**src/core/sss_params.svh**
```systemverilog
/*
 constants for the safe standstill input logic: timing figures and counts.
 assumes a 100 MHz system clock; included by bare name.
*/
`ifndef SSS_PARAMS_SVH
`define SSS_PARAMS_SVH
`define SSS_CLK_MHZ 100
// longest test pulse that must be tolerated, in microseconds
`define SSS_PULSE_US 1000
// longest time from shutdown request to output stage off, in microseconds
`define SSS_RESP_US 50000
// tolerated pulse as cycles
`define SSS_PULSE_CYC (`SSS_PULSE_US * `SSS_CLK_MHZ)
// filter length: pulse width plus a margin of a quarter of it
`define SSS_FILT_CYC (`SSS_PULSE_CYC + (`SSS_PULSE_CYC / 4))
// response limit as cycles, rounded down
`define SSS_RESP_CYC (`SSS_RESP_US * `SSS_CLK_MHZ)
// skew allowed between the two channels, in microseconds
`define SSS_SKEW_US 1000000
`define SSS_SKEW_CYC (`SSS_SKEW_US * `SSS_CLK_MHZ)
`endif

```
**src/core/sss_pkg.sv**
```systemverilog
/*
 types for the safe standstill input logic.
 assumes nothing of its surroundings.
*/
package sss_pkg;
   // drive state
   typedef enum logic [1:0] {
      SSS_RUN,
      SSS_STOP,
      SSS_FAULT
   } sss_state_t;
   // status word toward the motion controller
   typedef struct packed {
      logic error;
      logic discrepancy;
      logic chan_a_off;
      logic chan_b_off;
   } sss_status_t;
endpackage : sss_pkg

```
**src/core/sss_top.sv**
```systemverilog
/*
 safe standstill input logic: two redundant shutdown channels gate the
 power stage enable, latch an error, and block restart until reset.
 assumes synchronous inputs on one 100 MHz clock and that the motion
 controller honours the drive enable it is given.
*/
`timescale 1ns/100ps
`include "sss_params.svh"
module sss_top #(
   parameter int FILT_CYC = `SSS_FILT_CYC,
   parameter int SKEW_CYC = `SSS_SKEW_CYC
) (
   // clock and reset
   input wire logic I_SYS_CLK,
   input wire logic I_RST_B,
   // shutdown inputs, high allows running
   input wire logic I_SHDN_A,
   input wire logic I_SHDN_B,
   // controller side
   input wire logic I_RUN_REQ,
   input wire logic I_ERR_RESET,
   // power stage
   output logic O_STAGE_EN,
   output logic O_BRAKE_EN,
   // status
   output logic O_ERROR,
   output sss_pkg::sss_status_t O_STATUS
);
   // width of the discrepancy timer
   localparam int SW = $clog2(SKEW_CYC + 1);

   // ----------------------------------------
   // elaboration checks
   // ----------------------------------------
   // refuse settings that would break the response limit or the timer
   if (FILT_CYC + 2 >= `SSS_RESP_CYC) begin : g_bad_resp
      $error("filter too long for the response limit");
   end
   if (SKEW_CYC < 1) begin : g_bad_skew
      $error("skew limit must be at least one cycle");
   end

   // ----------------------------------------
   // channel filters
   // ----------------------------------------
   logic [1:0] lvl;
   logic [1:0] off;
   // channel levels, bit 0 is channel a
   assign lvl = {I_SHDN_B, I_SHDN_A};

   // one filter per channel, independent paths; the filters start in the
   // off state, so every power-up passes through the fault state and
   // needs an explicit error reset before motion can resume
   for (genvar g = 0; g < 2; g++) begin : g_chan
      sss_filter #(
         .FILT_CYC(FILT_CYC)
      ) u_filt (
         .i_clk(I_SYS_CLK),
         .i_rst_b(I_RST_B),
         .i_level(lvl[g]),
         .o_off(off[g])
      );
   end

   // ----------------------------------------
   // channel discrepancy timer
   // ----------------------------------------
   logic [SW-1:0] skew_ff;
   logic [SW-1:0] nxt_skew;
   logic disc_ff;
   logic nxt_disc;

   // counts while the channels disagree; beyond the limit it is a fault
   // the flag drops only once both channels agree and the error reset is
   // given, so a fault exit always needs a reset after the agreement
   always_comb begin
      nxt_skew = '0;
      nxt_disc = disc_ff;
      if (off[0] != off[1]) begin
         if (skew_ff >= SW'(SKEW_CYC - 1)) begin
            nxt_disc = 1'b1;
            nxt_skew = skew_ff;
         end else begin
            nxt_skew = skew_ff + SW'(1);
         end
      end else if (I_ERR_RESET) begin
         nxt_disc = 1'b0;
      end
   end

   // discrepancy registers
   always_ff @(posedge I_SYS_CLK) begin
      if (!I_RST_B) begin
         skew_ff <= '0;
         disc_ff <= 1'b0;
      end else begin
         skew_ff <= nxt_skew;
         disc_ff <= nxt_disc;
      end
   end

   // ----------------------------------------
   // standstill state machine
   // ----------------------------------------
   sss_pkg::sss_state_t state_ff;
   sss_pkg::sss_state_t nxt_state;
   logic any_off;
   logic stage_ff;
   logic nxt_stage;
   logic err_ff;
   logic nxt_err;
   // either filtered channel off is a shutdown request
   assign any_off = off[0] | off[1];

   // shutdown wins over reset and run in the same cycle
   // the filters already absorb test pulses, so a filtered shutdown
   // moves stop and run to the fault state with no further delay
   always_comb begin
      nxt_state = state_ff;
      nxt_err = err_ff;
      case (state_ff)
         sss_pkg::SSS_STOP: begin
            // start as soon as the run request is high; a request held through reset is not enough, as the off filters force the fault state first
            if (any_off) begin
               nxt_state = sss_pkg::SSS_FAULT;
               nxt_err = 1'b1;
            end else if (I_RUN_REQ) begin
               nxt_state = sss_pkg::SSS_RUN;
            end
         end
         sss_pkg::SSS_RUN: begin
            if (any_off) begin
               nxt_state = sss_pkg::SSS_FAULT;
               nxt_err = 1'b1;
            end else if (!I_RUN_REQ) begin
               nxt_state = sss_pkg::SSS_STOP;
            end
         end
         sss_pkg::SSS_FAULT: begin
            // leave only on explicit reset with both channels on
            // and no discrepancy flagged; a run request still held then starts from stop
            if (I_ERR_RESET && !any_off && !disc_ff) begin
               nxt_state = sss_pkg::SSS_STOP;
               nxt_err = 1'b0;
            end
         end
         default: begin
            // an unknown state code is treated as a shutdown
            nxt_state = sss_pkg::SSS_FAULT;
            nxt_err = 1'b1;
         end
      endcase
      // stage enable follows the next state, registered once, so it
      // drops on the same edge that latches the error
      nxt_stage = (nxt_state == sss_pkg::SSS_RUN) && !any_off;
   end

   // state registers; reset lands in stop with the error clear and the
   // power stage off, and the off filters then force the fault state
   always_ff @(posedge I_SYS_CLK) begin
      if (!I_RST_B) begin
         state_ff <= sss_pkg::SSS_STOP;
         err_ff <= 1'b0;
         stage_ff <= 1'b0;
      end else begin
         state_ff <= nxt_state;
         err_ff <= nxt_err;
         stage_ff <= nxt_stage;
      end
   end

   // ----------------------------------------
   // outputs
   // ----------------------------------------
   sss_pkg::sss_status_t status_ff;
   sss_pkg::sss_status_t nxt_status;
   logic brake_ff;
   logic nxt_brake;

   // status mirror, one cycle behind the internal state; the error bit
   // also shows a discrepancy so the controller sees either cause
   always_comb begin
      nxt_status = '0;
      nxt_status.error = err_ff | disc_ff;
      nxt_status.discrepancy = disc_ff;
      nxt_status.chan_a_off = off[0];
      nxt_status.chan_b_off = off[1];
   end

   // brake request: held off at all times so a stopped motor coasts
   always_comb begin
      nxt_brake = 1'b0;
   end

   // output registers
   always_ff @(posedge I_SYS_CLK) begin
      if (!I_RST_B) begin
         status_ff <= '0;
         brake_ff <= 1'b0;
      end else begin
         status_ff <= nxt_status;
         brake_ff <= nxt_brake;
      end
   end

   // every output comes straight from a register
   assign O_STAGE_EN = stage_ff;
   assign O_BRAKE_EN = brake_ff;
   assign O_ERROR = err_ff;
   assign O_STATUS = status_ff;
endmodule : sss_top

```
**src/core/sss_filter.sv**
```systemverilog
/*
 one shutdown channel filter: reset sets it off; after that a low level must persist
 for the full filter length before the channel counts as off; a return high clears it.
 assumes the input is synchronous to the clock.
*/
`timescale 1ns/100ps
`include "sss_params.svh"
module sss_filter #(
   parameter int FILT_CYC = `SSS_FILT_CYC
) (
   // clock and reset
   input wire logic i_clk,
   input wire logic i_rst_b,
   // channel
   input wire logic i_level,
   output logic o_off
);
   localparam int CW = $clog2(FILT_CYC + 1);
   logic [CW-1:0] cnt_ff;
   logic [CW-1:0] nxt_cnt;
   logic off_ff;
   logic nxt_off;

   // elaboration check: a filter needs at least one cycle
   if (FILT_CYC < 1) begin : g_bad_filt
      $error("filter length must be at least one cycle");
   end

   // ----------------------------------------
   // low-level persistence counter
   // ----------------------------------------
   always_comb begin
      nxt_cnt = cnt_ff;
      nxt_off = off_ff;
      if (i_level) begin
         nxt_cnt = '0;
         nxt_off = 1'b0;
      end else if (cnt_ff >= CW'(FILT_CYC - 1)) begin
         nxt_off = 1'b1;
      end else begin
         nxt_cnt = cnt_ff + CW'(1);
      end
   end

   // registers
   always_ff @(posedge i_clk) begin
      if (!i_rst_b) begin
         cnt_ff <= '0;
         off_ff <= 1'b1;
      end else begin
         cnt_ff <= nxt_cnt;
         off_ff <= nxt_off;
      end
   end

   assign o_off = off_ff;
endmodule : sss_filter

```
**config.mk**
```make
export PLATFORM = sky130hd
export DESIGN_NAME = sss_top
export DESIGN_NICKNAME = d
export VERILOG_FILES = /design/src/core/sss_pkg.sv /design/src/core/sss_top.sv /design/src/core/sss_filter.sv
export VERILOG_INCLUDE_DIRS = /design/src /design/src/core
export SDC_FILE = /design/constraint.sdc
export NUM_CORES = 1
export LEC_CHECK = 0
export BUFFER_PORTS_ARGS = -buffer_cell sky130_fd_sc_hd__buf_4
export CAP_MARGIN = 20
export CORE_MARGIN = 2
export CORE_UTILIZATION = 56
export DETAILED_ROUTE_END_ITERATION = 10
export GPL_TIMING_DRIVEN = 0
export MAX_ROUTING_LAYER = met4
export PLACE_DENSITY = 0.85
export SETUP_SLACK_MARGIN = 0.15
export SLEW_MARGIN = 10
export SYNTH_ARGS = -nofsm -noshare
export SYNTH_HDL_FRONTEND = slang
export SYNTH_SLANG_ARGS = --single-unit
export TNS_END_PERCENT = 50
```
**constraint.sdc**
```tcl
create_clock -name I_SYS_CLK -period 2.1 [get_ports I_SYS_CLK]
set_input_delay 0.63 -clock I_SYS_CLK [delete_from_list [all_inputs] [get_ports I_SYS_CLK]]
set_output_delay 0.63 -clock I_SYS_CLK [all_outputs]
set_load 0.005 [all_outputs]
```
# After elaboration in Yosys (flattened, before gate mapping)
# Cells that the tools add are included.
dict set report op_classes {
  add_sub_neg 3
  order_cmp 3
  eq_ne 6
  n_mux 16
  n_bitwise 3
  reduce_logical 16
}
# cell n
set op_table {}
lappend op_table {{17-bit by 1-bit adder with 17-bit output (second input constant)} 2}
lappend op_table {{17-bit greater-or-equal comparator (second input constant)} 2}
lappend op_table {{27-bit by 1-bit adder with 27-bit output (second input constant)} 1}
lappend op_table {{27-bit greater-or-equal comparator (second input constant)} 1}
lappend op_table {{2-bit two-way mux} 5}
lappend op_table {{1-bit two-way mux} 9}
lappend op_table {{2-bit one-hot mux with 3 select lines} 1}
lappend op_table {{2-bit AND reduction} 3}
lappend op_table {{2-bit nonzero test} 3}
lappend op_table {{2-bit OR reduction} 3}
lappend op_table {{2-bit logical NOT} 2}
lappend op_table {{2-bit by 1-bit inequality test with 1-bit output (second input constant)} 2}
lappend op_table {{1-bit logical AND} 3}
lappend op_table {{2-bit by 1-bit equality test with 1-bit output (second input constant)} 1}
lappend op_table {{2-bit equality test (second input constant)} 1}
lappend op_table {{1-bit logical NOT} 2}
lappend op_table {{2-bit inequality test (second input constant)} 1}
lappend op_table {{1-bit OR} 2}
lappend op_table {{1-bit one-hot mux with 2 select lines} 1}
lappend op_table {{1-bit inequality test} 1}
lappend op_table {{1-bit inverter} 1}
dict set report word_totals {
  ff_bits 72
  output_inout_bits 7
  elab_cells 60
}

# Longest topological paths before layout
# Gate-level depths: netlist of the first run.
dict set report logic_depth {
  ltp_word 8
  ltp_mapped 8
  mapped_depth_nobuf 6
}

# Cells and area by module
# From an unflattened synthesis of the first run, not the netlist that was laid out.
dict set report unflattened {
  hier_cells 443
  area_unflattened_um2 3771.1
}
# module n_inst cells_per_inst area_per_inst_um2 seq_area_each_um2
set modules_own_cells {}
lappend modules_own_cells {sss_filter 2 128 1049.8 360.3}
lappend modules_own_cells {sss_top 1 187 1671.6 720.7}

# Least setup slack after synthesis of the first run
# OpenSTA, ideal clock, no wires.
dict set report synth_timing {
  path_kind {reg2reg}
  from {reg g_chan[0].u_filt.cnt_ff[8]}
  to {reg g_chan[0].u_filt.cnt_ff[14]}
  t_arrival_ns 2.010
  slack_ns 0.018
  path_stages_with_launch 6
  synth_period_minus_slack_ns 2.082
  path_cell_list {dfxtp_1 -> or4_4 -> or2_4 -> o41a_4 -> o2111ai_2 -> mux2i_1}
}
dict set report synth_between {
  elab_chain_len 1
  word_cells_on_any_way 2
}
# element line_no
set synth_lines {}
lappend synth_lines {{from (decl)} sss_filter.sv:19} ;# logic [CW-1:0] cnt_ff;
lappend synth_lines {{from (signal assigned)} sss_filter.sv:51} ;# cnt_ff <= nxt_cnt;
lappend synth_lines {{17-bit by 1-bit adder with 17-bit output / 17-bit greater-or-equal comparator (equally long branches)} {sss_filter.sv:41, sss_filter.sv:38}}
# Parallel ways exist; a longest one is shown, timed or not.
# A chain may end at the register's enable or synchronous reset.

# Worst setup path after layout of the first run
dict set report layout_timing {
  from {reg g_chan[0].u_filt.cnt_ff[10]}
  to {reg g_chan[0].u_filt.cnt_ff[5]}
}
dict set report layout_between {
  elab_chain_len 1
}
# element line_no
set layout_lines {}
lappend layout_lines {{17-bit greater-or-equal comparator} sss_filter.sv:38} ;# end else if (cnt_ff >= CW'(FILT_CYC - 1)) begin
# Every way passes these cells.

==> impl_metrics.py, run 1 <==
metrics = {
    "outcome": {
        "status": "finished with violations",
        "violations": "negative setup slack",
    },
    "layout": {
        "layout_common_cells": "dfxtp_1, nor2_1, nand2_1",
        "regArea_um2": 1470,
        "fill_cells": 476,
        "multi_input_area_um2": 2430,
        "diodes": 0,
        "nNetsFinal": 486,
        "finish.utilization": 0.713,
        "syn_to_final_growth_pct": 21.9,
        "design_area_um2": 4550,
        "final_common_cell": "dfxtp_1",
        "drive_above_1_share": 0.249,
    },
    "grt": {
        "grt-ovfl-total": 0,
        "grt_max_degree": 14,
        "antenna_found_initial": 0,
        "grt_pass1_vias": 3209,
        "grt_pass1_wl_um": 14900,
        "track_usage": 0.257,
    },
    "setup_path": {
        "worst-r2r-cell-count": 5,
        "cp_cell_sequence": "or4_4 -> or2_4 -> o41a_4 -> o2111ai_2 -> mux2i_1",
        "r2r_end": "g_chan[0].u_filt.cnt_ff[5]$_SDFFE_PP0N_",
        "crit_slowest_cell": "or4_4",
        "cp_max_fo": 8,
        "endpoint_kind": "flop",
        "crit_path_max_incr_delay_ns": 0.57,
        "rrSetupSlack_ns": -0.04,
        "start_kind": "flop",
        "cp_data_required_time_ns": 2.38,
        "crit_type": "reg -> reg",
        "worstPathArrival_ns": 2.41,
        "r2r_start": "g_chan[0].u_filt.cnt_ff[10]$_SDFFE_PP0N_",
    },
    "hold_path": {
        "hold_path_class": "reg -> reg",
        "hold_path_end": "g_chan[0].u_filt.cnt_ff[15]$_SDFFE_PP0N_",
        "min-delay-start": "g_chan[0].u_filt.cnt_ff[15]$_SDFFE_PP0N_",
        "hold_depth": 2,
    },
    "sta": {
        "finalSetupViolations": 1,
        "rsz0062_at_grt": "true",
        "holdWs_ns": 0.465,
        "tightest_slew_ns": 0.760,
        "fin_crit_sh": 1.02,
        "worst_slack_ns": -0.0363,
        "max_freq_mhz": 468,
        "period_minus_slack_ns": 2.14,
        "finClkSkew_ns": 0.00860,
        "finalHoldViolations": 0,
        "slew_viol_final": 0,
        "max-slew-margin-rel": 0.494,
    },
    "clock_network": {
        "clk_pin_slew_ns": 0.08,
        "worstSkewPairLatency_ns": 0.35,
        "cts_max_level": 3,
        "cts.hold.buffers_added": 0,
        "numCtsBuffers": 9,
        "cts.path.max_buffers": 2,
        "cts_tree": "yes",
        "cts.sinks": 72,
        "cts-root-buf": "clkbuf_8",
    },
    "place": {
        "place_hpwl_um": 5820,
        "io_buffers": 11,
        "place_area_um2": 3920,
        "place_congestion": 0.925,
    },
    "detailed_routing": {
        "vias": 3638,
        "drc_errors": 0,
        "wl_um": 9910,
        "drtIter0Drc": 173,
        "postRouteAntennaNets": 0,
        "vias_per_cell": 6.52,
        "first_pass_iters": 4,
        "wl_per_cell_um": 17.8,
    },
    "power_and_ir_drop": {
        "ir_worst_vdd_mv": 0.455,
        "power.density_nw_per_um2": 575,
        "finalPower_mw": 2.62,
        "p_leak_nw": 1.64,
    },
    "synth": {
        "async_flop_share": 0,
        "synth_seq_cells": 72,
        "synth_cell_type_count": 59,
        "synth_top_cell_by_area": "dfxtp_1",
        "synth_ff_type": "dfxtp_1",
        "yosysTopAreaCellShare": 0.386,
        "syn_nets": 447,
        "synth_cells": 437,
        "synth_edf_count": 0,
        "synth.cell_area_um2": 3730,
        "postSynthAreaPerCell_um2": 8.55,
        "synthTopCellsByArea": "dfxtp_1, nor2_1, nand2_1, nand3_1, nand4_1",
        "yosysWarnings": 0,
        "yosysSeqAreaShare": 0.386,
    },
    "floorplanning": {
        "die_y_um": 85.7,
        "rows": 29,
        "chipWidth_um": 85.7,
        "core_um2": 6390,
        "initial_core_util": 0.585,
        "die_area_um2": 7340,
        "io_pins": 13,
    },
    "run": {
        "maxCapViolCount": 0,
    },
}
cell usage after synthesis, types with 2 or more instances:
master      n
dfxtp_1    72
nor2_1     39
nand2_1    38
nand3_1    26
a21oi_1    21
nand4_1    19
clkbuf_1   18
xor2_1     13
a211oi_1   11
and3_1     11
nand2b_1   11
o21ai_0    11
and2_1      9
mux2i_1     9
or4_1       9
and4_1      8
nor3_1      8
xnor2_1     8
o31ai_1     7
a31oi_1     6
inv_1       5
o211ai_1    5
or3_1       5
a41o_1      4
buf_4       4
ha_1        4
o21a_1      4
o21ai_1     4
a2111o_1    3
nor2b_1     3
nor3b_1     3
o31a_1      3
a211o_1     2
a21o_1      2
buf_2       2
nand4b_1    2
o2111ai_1   2
o2111ai_2   2
o311ai_0    2
o41ai_1     2
or4b_2      2
how the worst max path moves through the flow:
stage,to,from,depth (start not counted)
after global routing,g_chan[0].u_filt.cnt_ff[14]$_SDFFE_PP0N_,g_chan[0].u_filt.cnt_ff[10]$_SDFFE_PP0N_,5
after detailed placement,skew_ff[8]$_SDFFE_PN0N_,skew_ff[20]$_SDFFE_PN0N_,6
after floorplan,g_chan[0].u_filt.cnt_ff[14]$_SDFFE_PP0N_,g_chan[0].u_filt.cnt_ff[8]$_SDFFE_PP0N_,5
final,g_chan[0].u_filt.cnt_ff[5]$_SDFFE_PP0N_,g_chan[0].u_filt.cnt_ff[10]$_SDFFE_PP0N_,5
after global placement,skew_ff[1]$_SDFFE_PN0N_,skew_ff[20]$_SDFFE_PN0N_,6
after CTS,g_chan[0].u_filt.cnt_ff[8]$_SDFFE_PP0N_,g_chan[0].u_filt.cnt_ff[8]$_SDFFE_PP0N_,6
final cells by class:
class / count / share of cell area
Sequential cell: 72 / 0.323
Timing Repair Buffer: 28 / 0.0462
Inverter: 5 / 0.00412
Multi-Input combinational cell: 336 / 0.533
Buffer: 24 / 0.0297
Clock inverter: 6 / 0.0146
Tap cell: 77 / 0.0212
Clock buffer: 10 / 0.0280
registers in the layout, summed over array words and instances (netlist names):
signal,cells
skew_ff,27
state_ff,2
g_chan.u_filt.o_off,2
disc_ff,1
O_STATUS,4
O_STAGE_EN,1
g_chan.u_filt.cnt_ff,34
O_ERROR,1
power breakdown:
group / switching, mW / internal [mW]
clock: 0.553 / 0.556
sequential: 0.0186 / 1.38
combinational: 0.0706 / 0.0443
total: 0.642 / 1.98
through the flow:
step | instances | setup WS, ns | setup TNS (ns)
floorplan | 437 | 0.0892 | 0
global placement | 525 | -0.139 | -1.43
detailed placement | 525 | -0.196 | -3.02
CTS | 550 | -0.0688 | -0.244
global route | 558 | -0.0853 | -0.445
finish | 558 | -0.0363 | -0.0363
kinds of logic after synthesis:
kind of cell             Yosys count  synth area share
AO/OA/AOI/OAI                    103             0.207
flip-flops                        72             0.386
other                              1           0.00100
AND/OR/NAND/NOR                  198             0.285
XOR/XNOR                          21            0.0492
multiplexers                       9            0.0241
adder cells (fa/ha/maj)            4            0.0134
buffers and inverters             29            0.0338
critical path, delay by kind of cell, from the launching register on:
kind             cells  cell delay [ns]
flip-flops           1             0.35
AND/OR/NAND/NOR      2             0.85
multiplexers         1             0.22
AO/OA/AOI/OAI        2             0.64
per-layer routing:
| layer | track usage | wire length [um] | vias up |
|---|---|---|---|
| met1 | 0.311 | 4000 | 1728 |
| met2 | 0.430 | 5090 | 164 |
| met5 | - | 0 | - |
| li1 | - | - | 1722 |
| met4 | 0.0750 | 193 | 0 |
| met3 | 0.0568 | 630 | 24 |
timing repair:
| action | CTS | global route |
|---|---|---|
| setup endpoints to repair | 47 | 54 |
| pin swaps | 9 | 33 |
| resized for setup | 28 | 74 |
| setup buffers | 8 | 7 |
| endpoints found under the hold margin | 0 | 0 |
| cloned | 1 | 1 |
Note: power is estimated with default switching activity, not from simulation.
==> inputs of run 2 (changes only) <==
Settings changed: CORE_ASPECT_RATIO set to 1.2, CORE_UTILIZATION 56 to 58, PLACE_DENSITY 0.85 to 0.84.
Clock period 2.1 ns to 2.19 ns, I/O delays scaled along.
==> impl_metrics.py, run 2 (synthesis results as in run 1) <==
metrics = {
    "outcome": {
        "status": "complete, no violations",
    },
    "power_and_ir_drop": {
        "p_leak_nw": 1.64,
        "ir_worst_vdd_mv": 0.411,
        "power.density_nw_per_um2": 584,
    },
    "clock_network": {
        "worstSkewPairLatency_ns": 0.35,
        "clk_pin_slew_ns": 0.08,
        "cts_tree": "yes",
        "cts-root-buf": "clkbuf_8",
        "cts_max_level": 3,
        "cts.hold.buffers_added": 0,
        "numCtsBuffers": 9,
        "cts.sinks": 72,
        "cts.path.max_buffers": 2,
    },
    "detailed_routing": {
        "drtIter0Drc": 234,
        "wl_um": 9140,
        "vias": 3526,
        "vias_per_cell": 6.24,
        "top_layer_used": "met4",
        "postRouteAntennaNets": 0,
        "drc_errors": 0,
        "first_pass_iters": 5,
        "routed-wl-met3_um": 549,
        "wl_met2_um": 4660,
        "wl_per_cell_um": 16.2,
        "wirelength_met1_um": 3750,
    },
    "sta": {
        "slew_viol_final": 0,
        "finalSetupViolations": 0,
        "max-slew-margin-rel": 0.482,
        "rsz0062_at_grt": "true",
        "tightest_slew_ns": 0.766,
        "period_minus_slack_ns": 2.14,
        "holdWs_ns": 0.476,
        "finClkSkew_ns": 0.00816,
        "worst_slack_ns": 0.0521,
        "fin_crit_sh": 0.976,
        "max_freq_mhz": 468,
        "finalHoldViolations": 0,
    },
    "layout": {
        "layout_common_cells": "dfxtp_1, nor2_1, nand2_1",
        "fill_cells": 504,
        "final_common_cell": "dfxtp_1",
        "largest_reg_flops": 34,
        "syn_to_final_growth_pct": 20.4,
        "nNetsFinal": 485,
        "instances_no_fill": 565,
        "finish.utilization": 0.711,
        "design_area_um2": 4500,
        "drive_above_1_share": 0.217,
        "diodes": 0,
        "regMostFlops": "g_chan.u_filt.cnt_ff",
    },
    "place": {
        "place_congestion": 0.946,
        "place_inst": 533,
        "pre_cts_ws_ns": -0.141,
        "place_hpwl_um": 5780,
        "place_area_um2": 3920,
        "io_buffers": 11,
    },
    "floorplanning": {
        "initial_core_util": 0.590,
        "io_pins": 13,
        "rows": 32,
        "die_y_um": 91.9,
        "core_um2": 6330,
        "chipWidth_um": 77.3,
        "die_area_um2": 7100,
    },
    "grt": {
        "track_usage": 0.265,
        "antenna_found_initial": 0,
        "grt_pass1_vias": 3293,
        "grt_max_degree": 13,
        "grt-ovfl-total": 0,
        "grt_pass1_wl_um": 14800,
    },
    "setup_path": {
        "cp_data_required_time_ns": 2.48,
        "crit_slowest_cell": "or4_4",
        "cp_cell_sequence": "or4_4 -> or2_4 -> o41a_4 -> o2111ai_2 -> mux2i_1",
        "start_kind": "flop",
        "critPathTopFamily": "simple AND/OR/NAND/NOR gates",
        "cp_max_fo": 8,
        "crit_path_max_incr_delay_ns": 0.55,
        "path_buf_inv": 0,
        "worstPathArrival_ns": 2.43,
        "endpoint_kind": "flop",
        "crit_type": "reg -> reg",
    },
    "run": {
        "maxCapViolCount": 0,
    },
    "hold_path": {
        "hold_path_class": "reg -> reg",
    },
}
-- run 2: per-stage QoR --
stage | setup TNS, ns | power (mW)
2_1_floorplan | 0 | 1.43
3_3_place_gp | -0.567 | 1.47
3_5_place_dp | -1.16 | 1.48
4_1_cts | 0 | 2.63
5_1_grt | -0.0256 | 2.70
6_report | 0 | 2.62
-- run 2: path summary, 6_finish.rpt --
kind	start	endpoint	slack, ns	cells past startpoint
max	g_chan[0].u_filt.cnt_ff[8]$_SDFFE_PP0N_	g_chan[0].u_filt.cnt_ff[14]$_SDFFE_PP0N_	0.05	5
min	skew_ff[7]$_SDFFE_PN0N_	skew_ff[7]$_SDFFE_PN0N_	0.48	2
max reg2reg	g_chan[0].u_filt.cnt_ff[8]$_SDFFE_PP0N_	g_chan[0].u_filt.cnt_ff[14]$_SDFFE_PP0N_	0.05	5
min reg2reg	skew_ff[7]$_SDFFE_PN0N_	skew_ff[7]$_SDFFE_PN0N_	0.48	2
-- run 2: final cells by class --
| cell class | count | area [um2] | area share |
|---|---|---|---|
| inverters | 5 | 18.8 | 0.00417 |
| well taps | 85 | 106 | 0.0237 |
| clock inverters | 6 | 82.6 | 0.0184 |
| clock buffers | 10 | 138 | 0.0306 |
| repair buffers | 27 | 210 | 0.0467 |
| flip-flops and latches | 72 | 1470 | 0.326 |
| multi-input cells | 336 | 2350 | 0.522 |
| plain buffers | 24 | 125 | 0.0278 |
-- run 2: worst reg2reg max path, stage by stage, from the launching register on --
cell and delay [ns]:
dfxtp_4 0.35, or4_4 0.55, or2_4 0.27, o41a_4 0.50, o2111ai_2 0.21, mux2i_1 0.20
-- run 2: layer usage --
| metal | track usage | vias up |
|---|---|---|
| li1 | - | 1719 |
| met1 | 0.299 | 1675 |
| met2 | 0.442 | 115 |
| met3 | 0.0620 | 17 |
| met4 | 0.125 | 0 |
| met5 | - | - |
-- run 2: what timing repair did --
item,4_1_cts,5_1_grt
gates cloned,1,0
setup buffers,9,6
resized for setup,21,54
pin swaps,5,14
setup endpoints to repair,42,51
-- run 2: power breakdown --
group	switching [mW]	internal [mW]	total, mW
combinational	0.0652	0.0414	0.107
sequential	0.0156	1.32	1.34
clock	0.513	0.666	1.18
total	0.594	2.03	2.62
